File: src/logic/sram_ctl_regs.vh
`ifndef SRAM_CTL_REGS_VH
`define SRAM_CTL_REGS_VH
// ----------------------------------------
// timing, ns and 200 MHz cycles
// ----------------------------------------
`define CLK_PERIOD_NS 5
`define READ_CYCLE_MIN_NS 40
`define ADDR_TO_DATA_DELAY_NS 40
`define SELECT_TO_DATA_DELAY_NS 40
`define WRITE_CYCLE_MIN_NS 40
`define SELECT_TO_WRITE_END_NS 37
`define ADDR_TO_WRITE_END_NS 37
`define WRITE_PULSE_MIN_NS 23
`define DATA_TO_WRITE_END_NS 23
`define WRITE_TO_HIGHZ_NS 22
`define RETENTION_ENTRY_DELAY_NS 0
// least times round up, margin of two sync cycles added to the access time for data
`define CEIL_CYC(ns) (((ns) + `CLK_PERIOD_NS - 1) / `CLK_PERIOD_NS)
`define READ_CYC (`CEIL_CYC(`READ_CYCLE_MIN_NS))
`define ACCESS_CYC (`CEIL_CYC(`ADDR_TO_DATA_DELAY_NS))
`define WP_CYC (`CEIL_CYC(`WRITE_PULSE_MIN_NS))
`define WCYC_CYC (`CEIL_CYC(`WRITE_CYCLE_MIN_NS))
`define HIGHZ_CYC (`CEIL_CYC(`WRITE_TO_HIGHZ_NS))
`define ADDR_W 16
`endif

File: src/logic/sram_cycle_timer.v
`timescale 1ns/100ps
`include "sram_ctl_regs.vh"
// ----------------------------------------
// down counter timing each phase
// ----------------------------------------
module sram_cycle_timer #(
  parameter W = 8
) (
  input wire sys_clk_in,
  input wire rst_n_in,
  input wire load_in,
  input wire [W-1:0] count_in,
  output wire done_out
);
  reg [W-1:0] cnt_q;
  always @(posedge sys_clk_in) begin
    if (!rst_n_in) begin
      cnt_q <= {W{1'b0}};
    end else if (load_in) begin
      cnt_q <= count_in;
    end else if (cnt_q != {W{1'b0}}) begin
      cnt_q <= cnt_q - {{(W-1){1'b0}}, 1'b1};
    end
  end
  // raw zero only: the sequencer's load is built from this, so no path runs back from load
  assign done_out = (cnt_q == {W{1'b0}});
endmodule // sram_cycle_timer

File: src/logic/sram_ctl.v
`timescale 1ns/100ps
`include "sram_ctl_regs.vh"
// ----------------------------------------
// host controller for the 64k x 1 static ram
// ----------------------------------------
module sram_ctl #(
  parameter AW = `ADDR_W,
  parameter READ_CYC = `READ_CYC,
  parameter ACCESS_CYC = `ACCESS_CYC,
  parameter WP_CYC = `WP_CYC,
  parameter WCYC_CYC = `WCYC_CYC,
  parameter HIGHZ_CYC = `HIGHZ_CYC
) (
  input wire sys_clk_in,
  input wire rst_n_in,
  input wire req_valid_in,
  input wire req_write_in,
  input wire [AW-1:0] req_addr_in,
  input wire req_wdata_in,
  output wire req_ready_out,
  output reg rsp_valid_out,
  output reg rsp_rdata_out,
  input wire retain_in,
  output wire retained_out,
  output reg [AW-1:0] word_select_lines_out,
  output reg din_out,
  output reg chip_select_n_out,
  output reg write_enable_n_out,
  input wire dout_in
);
  // ----------------------------------------
  // states
  // ----------------------------------------
  localparam [2:0] S_IDLE = 3'd0;
  localparam [2:0] S_READ = 3'd1;
  localparam [2:0] S_WRITE = 3'd2;
  localparam [2:0] S_WREC = 3'd3;
  localparam [2:0] S_RETAIN = 3'd4;
  localparam [2:0] S_RECOVER = 3'd5;
  // ----------------------------------------
  // phase lengths in clock cycles
  // ----------------------------------------
  // counts worked out at 32 bits, then narrowed on purpose to the timer width
  localparam [31:0] READ_CYC_W = READ_CYC;
  localparam [31:0] ACC_CYC_W = ACCESS_CYC + 2;
  localparam [31:0] RD_CYC_W = (ACC_CYC_W > READ_CYC_W) ? ACC_CYC_W : READ_CYC_W;
  localparam [31:0] WP_CYC_W = (WP_CYC > WCYC_CYC) ? WP_CYC : WCYC_CYC;
  localparam [31:0] HZ_CYC_W = HIGHZ_CYC;
  // read select covers access plus two sync stages, never below the read cycle
  localparam [7:0] READ_CNT = READ_CYC_W[7:0];
  localparam [7:0] RD_CNT = RD_CYC_W[7:0];
  localparam [7:0] WP_CNT = WP_CYC_W[7:0];
  localparam [7:0] HZ_CNT = HZ_CYC_W[7:0];

  // ----------------------------------------
  // registers and wires
  // ----------------------------------------
  reg [2:0] state_q;
  wire [1:0] pin_raw;
  wire [1:0] pin_sync;
  wire dout_sync_q;
  wire retain_sync_q;
  reg load;
  reg [7:0] load_val;
  wire tdone;

  // ----------------------------------------
  // pin synchronisers
  // ----------------------------------------
  // bit 0 carries the ram output, bit 1 the retention request
  assign pin_raw = {retain_in, dout_in};
  assign dout_sync_q = pin_sync[0];
  assign retain_sync_q = pin_sync[1];
  genvar gi;
  generate
    for (gi = 0; gi < 2; gi = gi + 1) begin : g_sync
      // two stages per pin; only the second stage is read
      reg meta_q;
      reg sync_q;
      always @(posedge sys_clk_in) begin
        if (!rst_n_in) begin
          meta_q <= 1'b0;
          sync_q <= 1'b0;
        end else begin
          meta_q <= pin_raw[gi];
          sync_q <= meta_q;
        end
      end
      assign pin_sync[gi] = sync_q;
    end
  endgenerate

  // ----------------------------------------
  // phase timer
  // ----------------------------------------
  // one timer serves every phase; it reads zero once the phase has run out
  sram_cycle_timer #(
    .W(8)
  ) u_timer (
    .sys_clk_in(sys_clk_in),
    .rst_n_in(rst_n_in),
    .load_in(load),
    .count_in(load_val),
    .done_out(tdone)
  );

  // ----------------------------------------
  // handshake outputs
  // ----------------------------------------
  // no request is taken while a retention request is pending
  assign req_ready_out = (state_q == S_IDLE) && !retain_sync_q;
  assign retained_out = (state_q == S_RETAIN);

  // ----------------------------------------
  // timer loading
  // ----------------------------------------
  always @* begin
    load = 1'b0;
    load_val = 8'h00;
    case (state_q)
      S_IDLE: begin
        if (retain_sync_q) begin
          load = 1'b0;
        end else if (req_valid_in) begin
          load = 1'b1;
          // read select spans access time and both sync stages
          load_val = req_write_in ? WP_CNT : RD_CNT;
        end
      end
      S_WRITE: begin
        if (tdone) begin
          load = 1'b1;
          load_val = HZ_CNT;
        end
      end
      S_RETAIN: begin
        if (!retain_sync_q) begin
          load = 1'b1;
          load_val = READ_CNT;
        end
      end
      default: begin
        load = 1'b0;
      end
    endcase
  end

  // ----------------------------------------
  // cycle sequencer
  // ----------------------------------------
  always @(posedge sys_clk_in) begin
    if (!rst_n_in) begin
      state_q <= S_IDLE;
      word_select_lines_out <= {AW{1'b0}};
      din_out <= 1'b0;
      chip_select_n_out <= 1'b1;
      write_enable_n_out <= 1'b1;
      rsp_valid_out <= 1'b0;
      rsp_rdata_out <= 1'b0;
    end else begin
      rsp_valid_out <= 1'b0;
      case (state_q)
        S_IDLE: begin
          if (retain_sync_q) begin
            chip_select_n_out <= 1'b1;
            write_enable_n_out <= 1'b1;
            state_q <= S_RETAIN;
          end else if (req_valid_in) begin
            // address and data set up with the strobes: zero setup allowed
            word_select_lines_out <= req_addr_in;
            din_out <= req_wdata_in;
            chip_select_n_out <= 1'b0;
            write_enable_n_out <= !req_write_in;
            state_q <= req_write_in ? S_WRITE : S_READ;
          end
        end
        S_READ: begin
          if (tdone) begin
            rsp_valid_out <= 1'b1;
            // bit taken two sync stages after it settled on the pin
            rsp_rdata_out <= dout_sync_q;
            chip_select_n_out <= 1'b1;
            state_q <= S_IDLE;
          end
        end
        S_WRITE: begin
          if (tdone) begin
            // both strobes rise together, address held until after
            write_enable_n_out <= 1'b1;
            chip_select_n_out <= 1'b1;
            state_q <= S_WREC;
          end
        end
        S_WREC: begin
          // hold off the next select until the output has floated
          if (tdone) begin
            rsp_valid_out <= 1'b1;
            state_q <= S_IDLE;
          end
        end
        S_RETAIN: begin
          // select stays high for as long as retention is asked for
          chip_select_n_out <= 1'b1;
          write_enable_n_out <= 1'b1;
          if (!retain_sync_q) begin
            state_q <= S_RECOVER;
          end
        end
        S_RECOVER: begin
          // rest for one read cycle before the next access
          if (tdone) begin
            state_q <= S_IDLE;
          end
        end
        default: begin
          state_q <= S_IDLE;
        end
      endcase
    end
  end
endmodule // sram_ctl

File: config.mk
export PLATFORM = sky130hd
export DESIGN_NAME = sram_ctl
export DESIGN_NICKNAME = d
export VERILOG_FILES = /design/src/logic/sram_cycle_timer.v /design/src/logic/sram_ctl.v
export VERILOG_INCLUDE_DIRS = /design/src /design/src/logic
export SDC_FILE = /design/constraint.sdc
export NUM_CORES = 1
export LEC_CHECK = 0
export BUFFER_PORTS_ARGS = -buffer_cell sky130_fd_sc_hd__clkbuf_2
export CORE_MARGIN = 2
export CORE_UTILIZATION = 30
export CTS_BUF_LIST = sky130_fd_sc_hd__clkbuf_16
export CTS_CLUSTER_SIZE = 30
export DETAILED_ROUTE_END_ITERATION = 8
export PLACE_DENSITY_LB_ADDON = 0.3
export SYNTH_ARGS = -nofsm -noshare
export SYNTH_HDL_FRONTEND = slang
export SYNTH_SLANG_ARGS = --single-unit
File: constraint.sdc
create_clock -name sys_clk_in -period 5.01 [get_ports sys_clk_in]
set_input_delay 0 -clock sys_clk_in [delete_from_list [all_inputs] [get_ports sys_clk_in]]
set_output_delay 0 -clock sys_clk_in [all_outputs]
set_load 0.02 [all_outputs]
# == After elaboration in Yosys (flattened, before gate mapping) ==
# Cells that the tools add are included.
# totals
ff_bits,36
# op_classes
n_addsub,1
reduce_logical,18
n_mux,27
n_bitwise,1
eq_ne,10
# ops
cell,count
2-to-1 mux 3 bit,6
2-to-1 mux 8 bit,2
2-to-1 mux 4 bit,3
one-hot mux 3 bit (4 select lines),1
one-hot mux 4 bit (3 select lines),1
2-to-1 mux 1 bit,9
one-hot mux 1 bit (3 select lines),3
AND reduction 3 bit,3
logical NOT 8 bit,1
nonzero test 8 bit,1
subtractor 8 x 1 -> 8 bit (second input constant),1
== test 3 x 2 -> 1 bit (second input constant),2
== test 3 bit (second input constant),2
nonzero test 3 bit,2
2-to-1 mux 2 bit,2
!= test 2 x 1 -> 1 bit (second input constant),2
!= test 2 bit (second input constant),2
AND reduction 2 bit,2
AND reduction 4 bit,1
OR reduction 2 bit,2
== test 3 x 1 -> 1 bit (second input constant),1
logical NOT 3 bit,1
!= test 3 bit (second input constant),1
OR reduction 3 bit,1
4 further kinds,5

# == Longest topological paths before layout ==
# logic_depth
depth_word,5
ltp_mapped,6
ltp_nobuf,6

# == Hierarchy ==
# From an unflattened synthesis, not the netlist that was laid out.
# hier_totals
cells_unflattened,194
hier_area_um2,1783.0
# modules_own_cells
mod,seq_area_each_um2,area_each_um2,cells_each,instances
sram_ctl,560.5,1325.0,143,1
sram_cycle_timer,160.2,457.9,51,1

# == Worst setup path before layout ==
# No wires, ideal clock.
# synth_path
kind,flip-flop to flip-flop
startpoint,reg u_timer.cnt_q[0]
endpoint,reg rsp_rdata_out
t_required_ns,4.938
t_arrival_ns,1.640
path_stages_with_launch,7
n_path_buf,0
path_slack_ns,3.298
cell_sequence,dfxtp_1 > inv_1 > ha_1 > or4b_4 > nor4b_4 > and2b_1 > mux2i_1
# synth_between
elab_chain_len,2
# synth_lines
item,line_no,source
from (decl),sram_cycle_timer.v:15,reg [W-1:0] cnt_q;
from (signal assigned),sram_cycle_timer.v:18,cnt_q <= {W{1'b0}};
from (signal assigned),sram_cycle_timer.v:20,cnt_q <= count_in;
from (signal assigned),sram_cycle_timer.v:22,"cnt_q <= cnt_q - {{(W-1){1'b0}}, 1'b1};"
logical NOT 8 bit,sram_cycle_timer.v:26,assign done_out = (cnt_q == {W{1'b0}});
AND reduction 2 bit (no line),-,
to (signal assigned),sram_ctl.v:181,rsp_rdata_out <= dout_sync_q;
to (decl),sram_ctl.v:22,"output reg rsp_rdata_out,"
# No other way between the ends.
# A chain may end at the register's enable or synchronous reset.

# == Worst setup path in the final report ==
# layout_path
startpoint,reg state_q[1]
endpoint,reg chip_select_n_out
# layout_between
elab_chain_len,4
elab_cells_between_ends,10
cone_classes,5 x eq/ne; 1 x mux; 4 x reduce/logical
# layout_lines
item,line_no,source
from (decl),sram_ctl.v:58,reg [2:0] state_q;
from (signal assigned),sram_ctl.v:174,state_q <= req_write_in ? S_WRITE : S_READ;
== test 3 x 2 -> 1 bit or == test 3 x 1 -> 1 bit (tied branches),sram_ctl.v:162,case (state_q)
OR reduction 2 bit (no line),-,
!= test 2 x 1 -> 1 bit (no line) or nonzero test 3 bit (tied branches),-,
AND reduction 3 bit (no line),-,
to (signal assigned),sram_ctl.v:156,chip_select_n_out <= 1'b1;
to (signal assigned),sram_ctl.v:165,chip_select_n_out <= 1'b1;
to (signal assigned),sram_ctl.v:172,chip_select_n_out <= 1'b0;
to (decl),sram_ctl.v:27,"output reg chip_select_n_out,"
# Parallel ways exist; a longest one is shown, timed or not.

==> summary.txt <==
gpl congestion = 0.780
worst hold path class = in -> reg
per-cell routed wire length = 11.6 um
largest net degree at the start of global routing = 37
register area = 721 sq um
Root Driver = clkbuf_16
Net Sw Frac = 37.5%
PD cells = 569 nW/um^2
WP data arrival = 2.03 ns
clock buffer depth = 2
syn avg cell area = 8.63 sq um
CORE AREA = 5170 sq um
Rows = 26
dpl hpwl = 2450 um
setup bufs post-CTS = 0
Post-synth EDFFs = 0
crit path launch type = register
Global Route Usage Sum = 13.4%
Starting Density = 31.5%
Yosys top cell by area = dfxtp_1
Max Cap Violations = 0
DIE AREA = 6040 sq um
syn_nets = 214
Area Growth Syn to Fin = 38.6%
clk_skew = 0.00641 ns
final hold vios = 0
largest cells by area after synthesis = dfxtp_1 (44%), nand2_1 (10%), a21boi_0 (8.3%), a21oi_1 (2.8%), and2_1 (2.3%)
pre-CTS setup slack = 3.12 ns
#FFs+latches synth = 36
Rel. slew slack = 48.5%
CP max FO = 18
H-tree Lvls = 2
Setup-failing EPs final = 0
DRC = 0
Slew Limit Fails = 0
period utilization = 37.2%
Tmin final = 1.86 ns
Die Span Y = 77.7 um
commonest register cell after synthesis = dfxtp_1
vias per inst = 4.56
Nets = 276
fillers = 486
most numerous cell in the Yosys netlist = nand2_1
sequential power share = 33.4%
dpl cells = 294
Mapped Cells = 189
Sw Pwr = 0.483 mW
Hold Crit Start = req_valid_in
port bufs = 45
Ant. Diodes = 0
multi-input logic area = 848 sq um
Worst-Skew Late Latency = 0.28 ns
Synth Cell Area = 1630 sq um
Synth top area share = 44.2%
clock power share = 26.4%
initial antenna violation count = 0
Tightest Pin Transition = 0.765 ns
first-pass GRT wire length = 6470 um
P_int = 0.803 mW
Finished Layout Cells = 322
unique cell type count in the Yosys netlist = 44
peak supply drop = 0.000249 V
total global routing overflow = 0
register area share after synthesis = 44.2%
status = finished, final reports clean
TritonCTS clock tree = done
starting DRC count in detailed routing = 79
asr flop ratio synth = 0%
Post-synth top cells = nand2_1 (44), dfxtp_1 (36), a21boi_0 (18)
combinational power share = 40.2%
antenna viol nets, final = 0
CP Launch Point = state_q[1]$_SDFFE_PN0P_
FMAX = 536 MHz
Pre-Repair DR Iteration Count = 4
final wirelength = 3730 um
num ports = 46
DIE WIDTH = 77.7 um
nature of the critical path endpoint = register
fraction of layout instances using a drive strength above 1 = 23.8%
CTS Buf Count = 5
FF-to-FF Start = state_q[1]$_SDFFE_PN0P_
via count = 1,468
vias in the first global route = 1,459
Synth Warn # = 0
WS Path Type = reg -> reg
RSZ-0062 raised after global routing = no
final setup margin = 3.15 ns
clock slew at the register clock pins of the worst setup and hold paths = 0.06 ns
Critical Path RT = 5.18 ns
Sum Neg Setup Slack = 0 ns
Leak = 0.939 nW
Sink Count = 36
-- metrics by stage --
step                      total power, mW  utilization (%)  hold WS, ns  cell area, sq um
after floorplan                     0.821                -       0.0943              1630
after global placement              0.938             36.7        0.207              1900
after detailed placement            0.938             36.7        0.208              1900
after CTS                            1.29             43.7        0.214              2260
after global routing                 1.38             43.7        0.239              2260
final                                1.29             43.7        0.223              2260
-- layout by cell type, fill, tap and decap left out, drive strengths merged, types with 2 or more instances in the layout --
master / n
a21boi: 20
nor4: 3
nand2b: 4
clkinv: 2
dlygate4sd3: 20
ha: 2
or3: 2
nor3b: 3
nor3: 2
a21oi: 9
nor2: 11
inv: 4
dfxtp: 36
and2: 6
o21ai: 8
nand4: 2
nand2: 44
clkbuf: 50
mux2i: 3
-- power by group through the flow --
stage                     sequential [mW]  combinational [mW]  clock [mW]
final                               0.429               0.517       0.339
after CTS                           0.429               0.519       0.347
after global routing                0.441               0.580       0.361
after detailed placement            0.434               0.503           0
after floorplan                     0.444               0.377           0
after global placement              0.435               0.503           0
-- critical path, stage by stage (launching register included) --
cell	delay (ns)
dfxtp_1	0.47
nor4_4	0.37
and2_1	0.58
nand2_1	0.16
a21boi_1	0.17
-- cell type report --
class | instances | area share [%]
sequential | 36 | 31.9
clock buffer | 5 | 5.54
clock inverter | 3 | 1.66
timing repair buffer | 65 | 18.8
inverter | 4 | 0.664
multi-input combinational | 139 | 37.5
tap | 70 | 3.88
-- final timing paths --
| kind | slack [ns] | end | depth (start not counted) |
|---|---|---|---|
| max reg2reg | 3.15 | chip_select_n_out$_SDFFE_PN1P_ | 4 |
| max | 3.15 | chip_select_n_out$_SDFFE_PN1P_ | 4 |
| min reg2reg | 0.43 | dout_sync_q$_SDFF_PN0_ | 1 |
| min | 0.22 | state_q[0]$_SDFFE_PN0P_ | 4 |
-- sequential cells by signal (all words and copies together) (netlist names), 2 cells and up --
register,cells
word_select_lines_out,16
g_sync.meta_q,2
u_timer.cnt_q,8
state_q,3
-- what timing repair did --
action / 4_1_cts / 5_1_grt
hold buffers: 20 / 0
resized for setup: 0 / 0
hold endpoints to repair: 20 / 0
-- cells by family after synthesis --
logic type | synth area share (%)
mux | 2.53
flops | 44.2
fa+ha+maj | 1.53
simple gates | 27.6
compound gates | 19.9
buf+inv | 3.76
xor+xnor | 0.537
-- per-layer routing --
| layer | global-route usage, % | wire (um) |
|---|---|---|
| met1 | 16.6 | 1770 |
| met3 | 4.19 | 158 |
| met4 | 5.89 | 68 |
| met2 | 21.2 | 1740 |
| met5 | 0 | 0 |
(Power assumes the default switching activity.)
